### config.mk
export PLATFORM = sky130hd
export DESIGN_NAME = wdtp_top
export DESIGN_NICKNAME = d
export VERILOG_FILES = /design/src/wdtp_pkg.sv /design/src/wdtp_div_if.sv /design/src/wdtp_divider.sv /design/src/wdtp_top.sv
export SDC_FILE = /design/constraint.sdc
export NUM_CORES = 1
export LEC_CHECK = 0
export ABC_AREA = 1
export ABC_CLOCK_PERIOD_IN_PS = 2200
export BUFFER_PORTS_ARGS = -buffer_cell sky130_fd_sc_hd__clkbuf_2
export CELL_PAD_IN_SITES_DETAIL_PLACEMENT = 0
export CELL_PAD_IN_SITES_GLOBAL_PLACEMENT = 1
export CORE_MARGIN = 3
export CORE_UTILIZATION = 40
export DETAILED_ROUTE_END_ITERATION = 8
export PLACE_DENSITY_LB_ADDON = 0.1
export REMOVE_ABC_BUFFERS = 1
export SYNTH_ARGS = -nofsm -noshare
export SYNTH_HDL_FRONTEND = slang
export SYNTH_HIERARCHICAL = 1
export SYNTH_SLANG_ARGS = --single-unit
### constraint.sdc
create_clock -name clk_sys -period 2.2 [get_ports clk_sys]
set_input_delay 0.11 -clock clk_sys [delete_from_list [all_inputs] [get_ports clk_sys]]
set_output_delay 0.11 -clock clk_sys [all_outputs]
set_load 0.005 [all_outputs]
### src/wdtp_pkg.sv
// Constants shared by the prescaled watchdog: register word indices, field layouts,
// reset values, state codes and the low-frequency clock derivation.
// Assumes a single 125 MHz system clock and an Avalon-MM register bus.
package wdtp_pkg;

  // System clock and nominal low-frequency oscillator rate.
  localparam int CLK_HZ = 125_000_000;
  localparam int LF_HZ  = 31_000;
  // System cycles per low-frequency tick, rounded down.
  localparam int LF_DIV = CLK_HZ / LF_HZ;
  localparam int LF_W   = 12;

  // Register word indices; the byte address is four times the index.
  localparam logic [13:0] IDX_OPTION   = 14'h0081;
  localparam logic [13:0] IDX_CONTROL  = 14'h0097;
  localparam logic [13:0] IDX_FUSE     = 14'h2007;
  localparam logic [13:0] IDX_IRQ_STAT = 14'h0098;
  localparam logic [13:0] IDX_IRQ_MASK = 14'h0099;
  localparam logic [13:0] IDX_STATE    = 14'h009A;

  // Control register layout and reset value.
  localparam logic [7:0] CTL_RST       = 8'h08;
  localparam logic [7:0] CTL_IMPL_MASK = 8'h1F;
  localparam int         CTL_EN_BIT    = 0;
  localparam int         CTL_PS_LSB    = 1;
  localparam logic [3:0] PS_MAX_CODE   = 4'hB;
  localparam int         PRE_BASE_SH   = 5;
  localparam int         PRE_W         = 17;

  // Timer option register layout and reset value.
  localparam logic [7:0] OPT_RST      = 8'hFF;
  localparam int         OPT_PSA_BIT  = 3;
  localparam int         POST_W       = 8;

  // Fuse word layout and reset value.
  localparam logic [7:0] FUSE_RST      = 8'h00;
  localparam int         FUSE_FUSE_WATCHDOG_FORCE_ON_BIT = 3;

  // Event bits of the interrupt status and mask registers.
  localparam int         EV_W     = 2;
  localparam int         EV_RESET = 0;
  localparam int         EV_WAKE  = 1;
  localparam logic [1:0] EV_NONE  = 2'h0;

  // Time-out flag (active low) value after reset.
  localparam logic       EXP_N_RST = 1'b1;

  // Power state of the processor as the watchdog sees it.
  typedef enum logic [1:0] {
    ST_AWAKE  = 2'b01,
    ST_ASLEEP = 2'b10
  } wdtp_state_t;

endpackage : wdtp_pkg

### src/wdtp_div_if.sv
// Connection between the watchdog core and one counting divider stage.
// Assumes both ends run on the same clock.
`timescale 1ns/100ps
interface wdtp_div_if #(parameter int W = 8);
  logic         clr;
  logic         step;
  logic [W-1:0] limit;
  logic         tick;
  modport div_side (input clr, input step, input limit, output tick);
  modport user_side (output clr, output step, output limit, input tick);
endinterface : wdtp_div_if

### src/wdtp_divider.sv
// One divider stage: counts step pulses and emits a tick every limit+1 steps.
// Assumes step is a one-cycle enable on clk_sys; clr zeroes the count and the tick.
`timescale 1ns/100ps
module wdtp_divider #(
  parameter int W = 8
) (
  // Clock and reset.
  input wire logic clk_sys,
  input wire logic rst_n,
  // Divider connection.
  wdtp_div_if.div_side div
);

  logic [W-1:0] cnt;

  // Count steps; wrap and tick at the limit, also when the limit shrank mid-count.
  always_ff @(posedge clk_sys)
  begin
    if (!rst_n || div.clr)
    begin
      cnt      <= '0;
      div.tick <= 1'b0;
    end
    else
    begin
      div.tick <= 1'b0;
      if (div.step)
      begin
        if (cnt >= div.limit)
        begin
          cnt      <= '0;
          div.tick <= 1'b1;
        end
        else
          cnt <= cnt + 1'b1;
      end
    end
  end

endmodule : wdtp_divider

### src/wdtp_top.sv
// Prescaled watchdog timer with Avalon-MM register access and a level interrupt.
// Assumes processor events arrive as one-cycle pulses synchronous to clk_sys,
// and that the start-up delay indication is a level held while that delay runs.
//
// Decided for this implementation: the Avalon-MM register port.
`timescale 1ns/100ps

module wdtp_top
  import wdtp_pkg::*;
#(
  // System cycles per low-frequency tick; a bench may shorten it to keep runs brief.
  parameter int LF_TICK_DIV = LF_DIV
)
(
  // Clock and synchronous reset.
  input  wire logic        clk_sys,
  input  wire logic        rst_n,
  // Avalon-MM slave.
  input  wire logic [15:0] address,
  input  wire logic        read,
  input  wire logic        write,
  input  wire logic [31:0] writedata,
  output      logic [31:0] readdata,
  output      logic        waitrequest,
  // Processor events.
  input  wire logic        clear_watchdog_instruction,
  input  wire logic        osc_fail,
  input  wire logic        sleep_enter,
  input  wire logic        sleep_exit,
  input  wire logic        startup_delay_counter,
  // Watchdog results.
  output      logic        wdt_reset_req,
  output      logic        wdt_wake,
  output      logic        watchdog_expired_flag_n,
  output      logic        wdt_running,
  output      logic        irq
);

  // Registers.
  logic [7:0]      timer_prescale_setup_register;
  logic [7:0]      watchdog_control_register;
  logic [7:0]      fuse_word;
  logic [EV_W-1:0] irq_stat;
  logic [EV_W-1:0] irq_mask;
  wdtp_state_t     state;

  // Bus decode.
  logic [13:0] word_idx;
  logic        wr_take;
  logic [7:0]  next_rdata;

  // Watchdog control terms.
  logic            running;
  logic            wdt_clr;
  logic [3:0]      watchdog_period_select;
  logic [3:0]      period_code;
  logic            prescaler_target;
  logic [2:0]      prescaler_rate;
  logic            timeout;
  logic [EV_W-1:0] events;

  // Divider stages.
  wdtp_div_if #(.W(LF_W))   lf_if ();
  wdtp_div_if #(.W(PRE_W))  pre_if ();
  wdtp_div_if #(.W(POST_W)) post_if ();

  assign word_idx = address[15:2];
  assign wr_take  = write && !waitrequest;

  // Accept a request one cycle after it appears; release the wait for one cycle.
  always_ff @(posedge clk_sys)
  begin
    if (!rst_n)
      waitrequest <= 1'b1;
    else if (!waitrequest)
      waitrequest <= 1'b1;
    else if (read || write)
      waitrequest <= 1'b0;
  end

  // Read multiplexer; unmapped words read as zero.
  always_comb
  begin
    case (word_idx)
      IDX_OPTION:   next_rdata = timer_prescale_setup_register;
      IDX_CONTROL:  next_rdata = watchdog_control_register & CTL_IMPL_MASK;
      IDX_FUSE:     next_rdata = fuse_word;
      IDX_IRQ_STAT: next_rdata = {6'h00, irq_stat};
      IDX_IRQ_MASK: next_rdata = {6'h00, irq_mask};
      IDX_STATE:    next_rdata = {5'h00, state == ST_ASLEEP, watchdog_expired_flag_n, running};
      default:      next_rdata = 8'h00;
    endcase
  end

  // Capture read data while the wait is still high so it stands when it drops.
  always_ff @(posedge clk_sys)
  begin
    if (!rst_n)
      readdata <= 32'h0000_0000;
    else if (read && waitrequest)
      readdata <= {24'h00_0000, next_rdata};
  end

  // Control register: reset pattern on any reset, bits 7 to 5 never stored.
  always_ff @(posedge clk_sys)
  begin
    if (!rst_n)
      watchdog_control_register <= CTL_RST;
    else if (wr_take && word_idx == IDX_CONTROL)
      watchdog_control_register <= writedata[7:0] & CTL_IMPL_MASK;
  end

  // Timer option and fuse registers, each kept apart from the control register.
  always_ff @(posedge clk_sys)
  begin
    if (!rst_n)
    begin
      timer_prescale_setup_register <= OPT_RST;
      fuse_word                     <= FUSE_RST;
    end
    else if (wr_take)
    begin
      if (word_idx == IDX_OPTION)
        timer_prescale_setup_register <= writedata[7:0];
      if (word_idx == IDX_FUSE)
        fuse_word <= writedata[7:0];
    end
  end

  // Fuse enable forces running; otherwise the software switch decides.
  assign running = fuse_word[FUSE_FUSE_WATCHDOG_FORCE_ON_BIT] || watchdog_control_register[CTL_EN_BIT];

  // Every condition that zeroes the prescaler and postscaler; the low-frequency stage keeps running.
  assign wdt_clr = !running
                || clear_watchdog_instruction
                || osc_fail
                || sleep_exit
                || sleep_enter
                || startup_delay_counter;

  // Period field decode; reserved codes fall back to the longest ratio.
  assign watchdog_period_select = watchdog_control_register[CTL_PS_LSB +: 4];
  assign period_code = (watchdog_period_select > PS_MAX_CODE) ? PS_MAX_CODE
                                                              : watchdog_period_select;
  assign prescaler_target = timer_prescale_setup_register[OPT_PSA_BIT];
  assign prescaler_rate   = timer_prescale_setup_register[2:0];

  // Low-frequency tick from the system clock, free running.
  assign lf_if.clr   = 1'b0;
  assign lf_if.step  = 1'b1;
  assign lf_if.limit = LF_W'(LF_TICK_DIV - 1);

  // Programmable prescaler, 1:32 up to 1:65536 in doubling steps.
  assign pre_if.clr   = wdt_clr;
  assign pre_if.step  = lf_if.tick;
  assign pre_if.limit = PRE_W'((PRE_W'(1) << (PRE_BASE_SH + 32'(period_code))) - 1);

  // Legacy postscaler, active only when the option register points it here.
  assign post_if.clr   = wdt_clr;
  assign post_if.step  = pre_if.tick;
  assign post_if.limit = prescaler_target ? POST_W'((POST_W'(1) << prescaler_rate) - 1)
                                          : '0;

  wdtp_divider #(.W(LF_W)) u_lf_div (
    .clk_sys (clk_sys),
    .rst_n   (rst_n),
    .div     (lf_if)
  );

  wdtp_divider #(.W(PRE_W)) u_pre_div (
    .clk_sys (clk_sys),
    .rst_n   (rst_n),
    .div     (pre_if)
  );

  wdtp_divider #(.W(POST_W)) u_post_div (
    .clk_sys (clk_sys),
    .rst_n   (rst_n),
    .div     (post_if)
  );

  // A time-out counts only while running and not being cleared this cycle.
  assign timeout = post_if.tick && !wdt_clr;

  // Events that feed the sticky status bits.
  assign events[EV_RESET] = timeout && state == ST_AWAKE;
  assign events[EV_WAKE]  = timeout && state == ST_ASLEEP;

  // Sleep tracking: a time-out while asleep returns the processor to work.
  always_ff @(posedge clk_sys)
  begin
    if (!rst_n)
      state <= ST_AWAKE;
    else
    begin
      case (state)
        ST_AWAKE:
          if (sleep_enter)
            state <= ST_ASLEEP;
        ST_ASLEEP:
          if (sleep_exit || events[EV_WAKE])
            state <= ST_AWAKE;
        default:
          state <= ST_AWAKE;
      endcase
    end
  end

  // Reset request and wake pulses, one cycle each.
  always_ff @(posedge clk_sys)
  begin
    if (!rst_n)
    begin
      wdt_reset_req <= 1'b0;
      wdt_wake      <= 1'b0;
    end
    else
    begin
      wdt_reset_req <= events[EV_RESET];
      wdt_wake      <= events[EV_WAKE];
    end
  end

  // Time-out flag, active low: a time-out clears it, clear or sleep sets it.
  always_ff @(posedge clk_sys)
  begin
    if (!rst_n)
      watchdog_expired_flag_n <= EXP_N_RST;
    else if (timeout)
      watchdog_expired_flag_n <= 1'b0;
    else if (clear_watchdog_instruction || sleep_enter)
      watchdog_expired_flag_n <= 1'b1;
  end

  // Running indication for the outside.
  always_ff @(posedge clk_sys)
  begin
    if (!rst_n)
      wdt_running <= 1'b0;
    else
      wdt_running <= running;
  end

  // Sticky status, write one to clear; a new event wins over the clear.
  always_ff @(posedge clk_sys)
  begin
    if (!rst_n)
      irq_stat <= EV_NONE;
    else if (wr_take && word_idx == IDX_IRQ_STAT)
      irq_stat <= (irq_stat & ~writedata[EV_W-1:0]) | events;
    else
      irq_stat <= irq_stat | events;
  end

  // Interrupt mask register.
  always_ff @(posedge clk_sys)
  begin
    if (!rst_n)
      irq_mask <= EV_NONE;
    else if (wr_take && word_idx == IDX_IRQ_MASK)
      irq_mask <= writedata[EV_W-1:0];
  end

  // Level interrupt while any unmasked status bit is set.
  always_ff @(posedge clk_sys)
  begin
    if (!rst_n)
      irq <= 1'b0;
    else
      irq <= |(irq_stat & irq_mask);
  end

  // Helpers read only by the checks below.
  logic irq_pend;
  logic ctl_read;
  assign irq_pend = |(irq_stat & irq_mask);
  assign ctl_read = read && waitrequest && word_idx == IDX_CONTROL;

  AST_CTL_RESET: assert property (@(posedge clk_sys)
    !rst_n |=> watchdog_control_register == CTL_RST && !wdt_running)
    else $error("control register not at reset pattern after reset");

  AST_UNIMPL_ZERO: assert property (@(posedge clk_sys) disable iff (!rst_n)
    ctl_read |=> readdata[7:5] == 3'h0 && !waitrequest)
    else $error("unimplemented control bits read nonzero");

  AST_FORCE_ON: assert property (@(posedge clk_sys) disable iff (!rst_n)
    fuse_word[FUSE_FUSE_WATCHDOG_FORCE_ON_BIT] |=> wdt_running)
    else $error("fuse enable did not keep watchdog running");

  AST_SW_SWITCH: assert property (@(posedge clk_sys) disable iff (!rst_n)
    !fuse_word[FUSE_FUSE_WATCHDOG_FORCE_ON_BIT] |=> wdt_running == $past(watchdog_control_register[CTL_EN_BIT]))
    else $error("software switch not followed");

  AST_HOLD_STARTUP: assert property (@(posedge clk_sys) disable iff (!rst_n)
    startup_delay_counter |=> !wdt_reset_req && !wdt_wake)
    else $error("time-out during start-up delay");

  AST_CLEAR_EVENTS: assert property (@(posedge clk_sys) disable iff (!rst_n)
    (clear_watchdog_instruction || osc_fail || sleep_exit) |=> !wdt_reset_req ##1 !post_if.tick)
    else $error("time-out despite clear");

  AST_AWAKE_TIMEOUT: assert property (@(posedge clk_sys) disable iff (!rst_n)
    (timeout && state == ST_AWAKE) |=> wdt_reset_req && !watchdog_expired_flag_n ##1 !wdt_reset_req)
    else $error("awake time-out did not give one reset pulse");

  AST_SLEEP_WAKE: assert property (@(posedge clk_sys) disable iff (!rst_n)
    (timeout && state == ST_ASLEEP) |=> wdt_wake && !wdt_reset_req && state == ST_AWAKE
                                        && !watchdog_expired_flag_n)
    else $error("sleep time-out did not wake");

  AST_SLEEP_ENTRY: assert property (@(posedge clk_sys) disable iff (!rst_n)
    (sleep_enter && state == ST_AWAKE && !timeout) |=> state == ST_ASLEEP && watchdog_expired_flag_n)
    else $error("sleep entry not handled");

  AST_IRQ_LEVEL: assert property (@(posedge clk_sys) disable iff (!rst_n)
    irq_pend |=> irq)
    else $error("interrupt not raised for pending status");

  AST_WAIT_ONE: assert property (@(posedge clk_sys) disable iff (!rst_n)
    !waitrequest |=> waitrequest)
    else $error("wait released for more than one cycle");

  AST_STOPPED_QUIET: assert property (@(posedge clk_sys) disable iff (!rst_n)
    !running |=> !wdt_reset_req && !wdt_wake)
    else $error("time-out while the watchdog is stopped");

endmodule : wdtp_top

==> flow_summary.toml, run 1 <==
[status]
outcome = "finished clean"

[place]
place_congestion = 0.792
portBuffers = 44
pre_cts_ws_ns = 0.00583
place_area_um2 = 5600
dp_hpwl_mm = 8.81

[timing]
setup-tns-final_ns = 0
finClkSkew_ns = 0.00509
hold_viol = 0
max_freq_ghz = 0.475
fin_crit_ns = 2.10
setup_viol = 0
layout_setup_ws_ns = 0.0963
fin_crit_sh_pct = 95.6
hold_slack_ns = 0.0385
rsz0062_at_grt = "true"
worstMarginPinSlew_ns = 0.803
slew_viol_final = 0
slew-limit-headroom_pct = 46.3

[setup_path]
cp-start-kind = "flip-flop"
cp.arrival_ns = 2.39
reg2reg_to = "u_pre_div/cnt[2]$_SDFFE_PP0P_"
cp.required_ns = 2.48
cp_cell_sequence = "buf_6 -> nand2_1 -> nand2_1 -> inv_1 -> nor2_2 -> inv_1 -> ha_1 -> nand2_2 -> a21oi_1 -> nor2_1 -> nand2_1 -> nor2_1 -> nand2_1 -> nand2_4 -> nand2_8 -> nor2_2"
crit_start = "watchdog_control_register[1]$_SDFFE_PN0P_"
r2r_slack_ns = 0.1
cp_slowest_stage_delay_ns = 0.36
path_max_fanout = 8
rr_worst_depth = 16
crit_end = "u_pre_div/cnt[2]$_SDFFE_PP0P_"
crit_slowest_cell = "dfxtp_4"
critPathKind = "flip-flop to flip-flop"
regToRegStartpoint = "watchdog_control_register[1]$_SDFFE_PN0P_"
cp_common_cell = "nand2_1"
cp-end-kind = "flip-flop"

[power_and_ir_drop]
p_clk_share_pct = 49.0
internal_power_mw = 2.53
p_per_area_nw_per_um2 = 530
switching_share_pct = 22.4
power.switching_mw = 0.733
max-vdd-ir-drop_v = 0.000377
power_frac_seq_pct = 45.1
pwr-share-comb_pct = 5.9
p_leak_nw = 2.91

[synth]
syn_area_um2 = 5250
synth_warnings = 6
synth_cell_types = 45
synth-edff-count = 0
ys_ff_latch = 81
syn_inst = 737
syn-mean-instance-area_um2 = 7.13
yosysSeqAreaShare_pct = 30.9
synth-main-ff-cell = "dfxtp_1"
synthArstFlopShare_pct = 0

[detailed_routing]
wl_per_cell_um = 11.5
via_count = 4464
drc = 0
ant_nets = 0
first_iter_violations = 208
first_pass_iters = 4
viasPerCell = 4.50
wirelength_mm = 11.4

[final_layout]
syn2layout_area_growth_pct = 17.4
multi_input_area_um2 = 3160
diodes = 0
fin_area_um2 = 6160
drive_gt1_share_pct = 19.9
nFillCells = 1356
regArea_um2 = 1630
finalNetCount = 912

[global_routing]
grt_pass1_wl_mm = 19.3
grt_usage_pct = 16.5
overflow = 0
grt_pass1_vias = 4165
grt_max_degree = 17
antenna_found_initial = 0

[floorplan]
die_w_um = 121
rows = 41
io_pins = 95
core_um2 = 12700
dieArea_um2 = 14500
fp.dieH_um = 121
start_util_pct = 41.3

[clock_tree]
root_buffer = "clkbuf_16"
path_clk_slew_ns = 0.06
cts_tree = "built"
clk_latency_ns = 0.34
numCtsBuffers = 9
clock_sinks = 81
cts_buffer_depth = 2
htree_levels = 3

[min_path]
hold_depth = 3
hold_class = "input pin to flip-flop"

[run]
drv_cap = 0
[flip-flops by register name, summed over array words and instances, names as in the netlist]
| signal | count |
|---|---|
| waitrequest | 1 |
| fuse_word | 8 |
| state | 2 |
| watchdog_expired_flag_n | 1 |
| u_pre_div/cnt | 17 |
| u_pre_div/div.tick | 1 |
| u_post_div/div.tick | 1 |
| watchdog_control_register | 5 |
| wdt_running | 1 |
| u_lf_div/div.tick | 1 |
| irq | 1 |
| timer_prescale_setup_register | 8 |
| u_lf_div/cnt | 12 |
| wdt_reset_req | 1 |
| wdt_wake | 1 |
| irq_mask | 2 |
| readdata | 8 |
| irq_stat | 2 |
| u_post_div/cnt | 8 |
[synth_stat cells (all sizes together) (4+ instances only)]
cell | n | share of area (%)
dfxtp | 81 | 31
a21oi | 40 | 4.0
ha | 41 | 9.8
clkbuf | 7 | 0.50
o21ai | 32 | 3.2
nand2 | 164 | 13
nand4 | 11 | 1.3
nor3 | 10 | 1.5
xnor2 | 7 | 1.2
inv | 118 | 8.5
o21bai | 4 | 0.64
nor2 | 106 | 9.5
xor2 | 18 | 3.0
o211ai | 5 | 0.71
nand3 | 36 | 3.8
buf | 33 | 5.4
[how the worst min path moves through the flow]
stage,from,end,slack [ns]
after floorplan,rst_n,watchdog_expired_flag_n$_SDFFE_PN1P_,0.18
after global placement,read,waitrequest$_SDFF_PN1_,0.33
after detailed placement,read,waitrequest$_SDFF_PN1_,0.34
after CTS,writedata[4],timer_prescale_setup_register[4]$_SDFFE_PN1P_,0.02
after global routing,writedata[4],timer_prescale_setup_register[4]$_SDFFE_PN1P_,0.03
final,writedata[4],timer_prescale_setup_register[4]$_SDFFE_PN1P_,0.04
[per-layer routing]
layer / GRT usage (%) / routed length (um) / share of wire [%]
met1: 21.7 / 5570 / 49
met3: 4.30 / 410 / 3.6
met2: 27.0 / 5280 / 46
met5: 0 / 0 / 0
met4: 4.04 / 101 / 0.89
[metrics by stage]
step	power, mW	util [%]	instances
2_1_floorplan	1.62	-	738
5_1_grt	3.42	48.5	991
3_3_place_gp	1.69	44.0	963
3_5_place_dp	1.69	44.0	963
6_report	3.27	48.5	991
4_1_cts	3.33	47.1	986
[critical path, delay by kind of cell (launching register included)]
kind	cells	cell delay, ns
AND/OR/NAND/NOR	11	1.12
flip-flops	1	0.36
adder cells (fa/ha/maj)	1	0.29
buffers and inverters	3	0.22
AO/OA/AOI/OAI	1	0.04
[layout by cell type (no fill, tap or decap), drive strengths merged]
cell and instances:
clkinv 2, inv 118, and3 1, nand3 36, nand2 165, a31o 2, and2 2, o21bai 4
o21a 1, o21ai 32, nor3 10, a21oi 40, bufinv 2, o211ai 5, xnor2 7, clkbuf 55
nor2 106, dlygate4sd3 7, dfxtp 81, xor2 18, o31ai 1, conb 43, clkinvlp 2, nand3b 3
ha 41, or2 2, nand4 11, buf 13, a21o 3, mux2i 3, a31oi 3
[what timing repair did]
item / in CTS / in global routing
hold buffers: 7 / 0
gates cloned: 0 / 1
pin swaps: 0 / 16
setup buffers: 0 / 4
gates resized for setup: 1 / 41
setup endpoints to repair: 14 / 17
endpoints found under the hold margin: 5 / 0
[cell type report]
cell class	instances	share of cell area, %
sequential	81	26.5
inverter	119	7.29
clock buffer	11	3.78
multi-input combinational	539	51.3
clock inverter	5	1.30
timing repair buffer	64	6.35
tap	172	3.49
[power by group through the flow]
stage | sequential, mW | clock, mW | combinational, mW
after detailed placement | 1.51 | 0 | 0.181
after CTS | 1.48 | 1.66 | 0.190
final | 1.48 | 1.60 | 0.192
after global routing | 1.48 | 1.72 | 0.224
after global placement | 1.51 | 0 | 0.177
after floorplan | 1.51 | 0 | 0.108
[cells by family after synthesis]
group / after synthesis / share of synthesized area [%]
adder cells (fa/ha/maj): 41 / 9.77
buffers and inverters: 159 / 14.5
other: 2 / 0.143
flip-flops: 81 / 30.9
AO/OA/AOI/OAI: 91 / 9.98
multiplexers: 3 / 0.572
XOR/XNOR: 25 / 4.17
AND/OR/NAND/NOR: 335 / 30.0
(Power assumes the default switching activity.)
==> run 2: changes to the inputs <==
--- a/config.mk
+++ b/config.mk
@@ -18,4 +18,3 @@
 export SYNTH_ARGS = -nofsm -noshare
 export SYNTH_HDL_FRONTEND = slang
-export SYNTH_HIERARCHICAL = 1
 export SYNTH_SLANG_ARGS = --single-unit
==> constraint.sdc (replaced) <==
create_clock -name clk_sys -period 2.2 [get_ports clk_sys]
set_input_delay 0.44 -clock clk_sys [delete_from_list [all_inputs] [get_ports clk_sys]]
set_output_delay 0.44 -clock clk_sys [all_outputs]
set_load 0.005 [all_outputs]
==> run 2 against run 1 <==
  * Sequential share of layout area rose by 2.5 points
  * Clock power fell by 11%
  * Cell area fell by 8.5%
  * First-iteration DRC count fell by 20%
  * Register-to-register slack got worse by 0.07 ns
  * Largest power group is now sequential cells
  * Sequential cell count did not move
  * Critical endpoint is now u_pre_div.cnt[9]$_SDFFE_PP0P_
  * Largest cell class unchanged
  * Cell count fell by 13%
  * Hold slack improved by 0.27 ns
  * Area after synthesis fell by 11%
  * Maximum frequency fell by 3.4%
==> flow_summary.toml, run 2 <==
[detailed_routing]
wl_per_cell_um = 12.7
drt-met1-wl_mm = 5.07
top_layer = "met4"
wl_met2_mm = 5.22
first_pass_iters = 5
wirelength_mm = 11.0
viasPerCell = 4.83
ant_nets = 0
first_iter_violations = 167
via_count = 4181
drc = 0
wl_met3_um = 448

[floorplan]
core_um2 = 11100
start_util_pct = 42.1
fp.dieH_um = 114
dieArea_um2 = 13000
io_pins = 95
die_w_um = 114
rows = 38

[clock_tree]
root_buffer = "clkbuf_16"
htree_levels = 3
cts_buffer_depth = 2
clk_latency_ns = 0.34
clock_sinks = 81
path_clk_slew_ns = 0.06
cts_tree = "built"
numCtsBuffers = 9

[synth]
yosys.area_share.simple_pct = 31.4
synthArstFlopShare_pct = 0
synth_compound_area_share_pct = 9.72
syn_inst = 652
ys_ff_latch = 81
synth.most_common_cell = "nand2_1"
synth-edff-count = 0
yosysSeqAreaShare_pct = 34.6
synth_warnings = 0
syn-mean-instance-area_um2 = 7.18
synth_cell_types = 46
synth_top_area_share_pct = 34.6
yosys-top-cells-count = "128 x nand2_1, 89 x nor2_1, 81 x dfxtp_1"
netlist.top_cell.by_area = "dfxtp_1"
synthTopCellsByArea = "dfxtp_1 35%, nand2_1 10%, ha_1 8.0%"
synth_fa_ha_area_share_pct = 8.01
synth-main-ff-cell = "dfxtp_1"
syn_area_um2 = 4680
synth_xor_area_share_pct = 4.11
muxShareOfSynthArea_pct = 0.214
synth_top_family_by_area = "simple AND/OR/NAND/NOR gates"

[setup_path]
critPathKind = "flip-flop to flip-flop"
cp-start-kind = "flip-flop"
regToRegStartpoint = "watchdog_control_register[2]$_SDFFE_PN0P_"
reg2reg_to = "u_pre_div.cnt[9]$_SDFFE_PP0P_"
cp.arrival_ns = 2.41
rr_worst_depth = 14
r2r_slack_ns = 0.02
cp-end-kind = "flip-flop"
path_max_fanout = 5
cp.required_ns = 2.43

[final_layout]
multi_input_area_um2 = 2810
final_cells = 866
fin_area_um2 = 5640
finalNetCount = 808
final_common_cell = "nand2_1"
diodes = 0
drive_gt1_share_pct = 23.8
largestRegisters = "u_pre_div.cnt (17), u_lf_div.cnt (12)"
syn2layout_area_growth_pct = 20.4
largest-register = "u_pre_div.cnt"
regArea_um2 = 1640
nFillCells = 1137
largest_reg_flops = 17
layout_common_cells = "119 x nand2_1, 74 x dfxtp_1, 70 x inv_1"

[timing]
hold_slack_ns = 0.310
max_freq_ghz = 0.459
rsz0062_at_grt = "true"
fin_crit_ns = 2.18
fin_crit_sh_pct = 98.9
hold_viol = 0
slew_viol_final = 0
finClkSkew_ns = 0.00697
setup_viol = 0

[power_and_ir_drop]
power_frac_seq_pct = 48.2
internal_power_mw = 2.36
power.switching_mw = 0.711
max-vdd-ir-drop_v = 0.000346
design_power_total_mw = 3.07
p_leak_nw = 2.49
p_clk_share_pct = 46.7
p_per_area_nw_per_um2 = 544
pwr-share-comb_pct = 5.1
switching_share_pct = 23.2

[place]
dp_hpwl_mm = 8.37
place_area_um2 = 5100
placedCellCount = 848
portBuffers = 44
place_congestion = 0.862

[min_path]
min-delay-start = "read"
holdPathEnd = "waitrequest$_SDFF_PN1_"
hold_class = "input pin to flip-flop"
hold_depth = 2

[global_routing]
overflow = 0
grt_max_degree = 18
grt_pass1_wl_mm = 18.1
antenna_found_initial = 0
grt_pass1_vias = 3929
grt_usage_pct = 17.3

[status]
outcome = "finished clean"

[run]
drv_cap = 0
run 2: changes by cell type after synthesis, sizes merged, moves of 3 or more:
| cell | delta |
|---|---|
| ha | -11 |
| a211oi | +5 |
| nor2 | -9 |
| nor3b | +4 |
| inv | -44 |
| o21ai | -6 |
| nand3 | +21 |
| xor2 | -4 |
| o21bai | -4 |
| nand2 | -31 |
| a31oi | -3 |
| clkbuf | -3 |
| a21oi | -4 |
run 2: through the flow:
stage / utilization [%] / worst slack, ns / setup TNS, ns
2_1_floorplan: - / 0.164 / 0
3_3_place_gp: 45.9 / -0.0723 / -0.963
3_5_place_dp: 45.9 / -0.129 / -2.08
4_1_cts: 48.8 / 0.00431 / 0
5_1_grt: 50.7 / -0.145 / -1.88
6_report: 50.7 / 0.0233 / 0
run 2: final cells by class:
| cell class | instances | share of cell area (%) |
|---|---|---|
| tap | 140 | 3.11 |
| sequential | 81 | 29.0 |
| multi-input combinational | 484 | 49.8 |
| clock inverter | 3 | 0.422 |
| inverter | 76 | 5.08 |
| clock buffer | 13 | 4.62 |
| timing repair buffer | 69 | 7.97 |
run 2: worst max-delay path: stages, from the launching register on:
cell       delay (ns)
dfxtp_4          0.36
nor2_4           0.15
nand2_1          0.08
nand2_2          0.07
nor2_2           0.04
xor2_1           0.15
ha_1             0.31
nand4_1          0.18
nor2_1           0.18
nand2_1          0.09
nand2_1          0.07
nand2_2          0.07
nand2_4          0.11
clkbuf_16        0.16
nor2_1           0.04
run 2: worst max-delay path by stage:
stage	start	end	slack, ns	cells after the start
floorplan	watchdog_control_register[3]$_SDFFE_PN1P_	u_pre_div.cnt[0]$_SDFFE_PP0P_	0.16	14
global placement	watchdog_control_register[1]$_SDFFE_PN0P_	u_pre_div.cnt[0]$_SDFFE_PP0P_	-0.07	15
detailed placement	watchdog_control_register[1]$_SDFFE_PN0P_	u_pre_div.cnt[0]$_SDFFE_PP0P_	-0.13	15
CTS	watchdog_control_register[3]$_SDFFE_PN1P_	u_pre_div.cnt[16]$_SDFFE_PP0P_	0.004	15
global route	watchdog_control_register[2]$_SDFFE_PN0P_	u_pre_div.cnt[9]$_SDFFE_PP0P_	-0.15	14
finish	watchdog_control_register[2]$_SDFFE_PN0P_	u_pre_div.cnt[9]$_SDFFE_PP0P_	0.02	14
run 2: what timing repair did:
action                                 4_1_cts  5_1_grt
setup endpoints to repair                   25       26
resized for setup                           21       55
buffers inserted                             0        1
endpoints found under the hold margin        0        0
pin swaps                                    8       21
gates cloned                                 0        1
hold buffers                                 0        0
run 2: per-layer routing:
metal	vias to the layer above	GRT usage, %
met3	17	3.65
met5	-	0
met2	87	28.2
met1	1877	22.5
li1	2200	-
met4	0	6.18
run 2: logic make-up (layout without fill, tap and decap cells):
logic type                 Yosys count  in the layout
and+or+nand+nor                    323            323
AOI/OAI and AO/OA                   79             79
DFF                                 81             81
muxes                                1              1
xor gates and xnor gates            22             22
other                                2             29
adders and majority gates           30             30
buffers and inverters              114            161
run 2: power by group through the flow:
stage	Sequential [mW]	Clock, mW	Combinational, mW
2_1_floorplan	1.51	0	0.0808
3_3_place_gp	1.51	0	0.151
3_5_place_dp	1.52	0	0.154
4_1_cts	1.48	1.47	0.155
5_1_grt	1.48	1.54	0.179
6_report	1.48	1.43	0.157
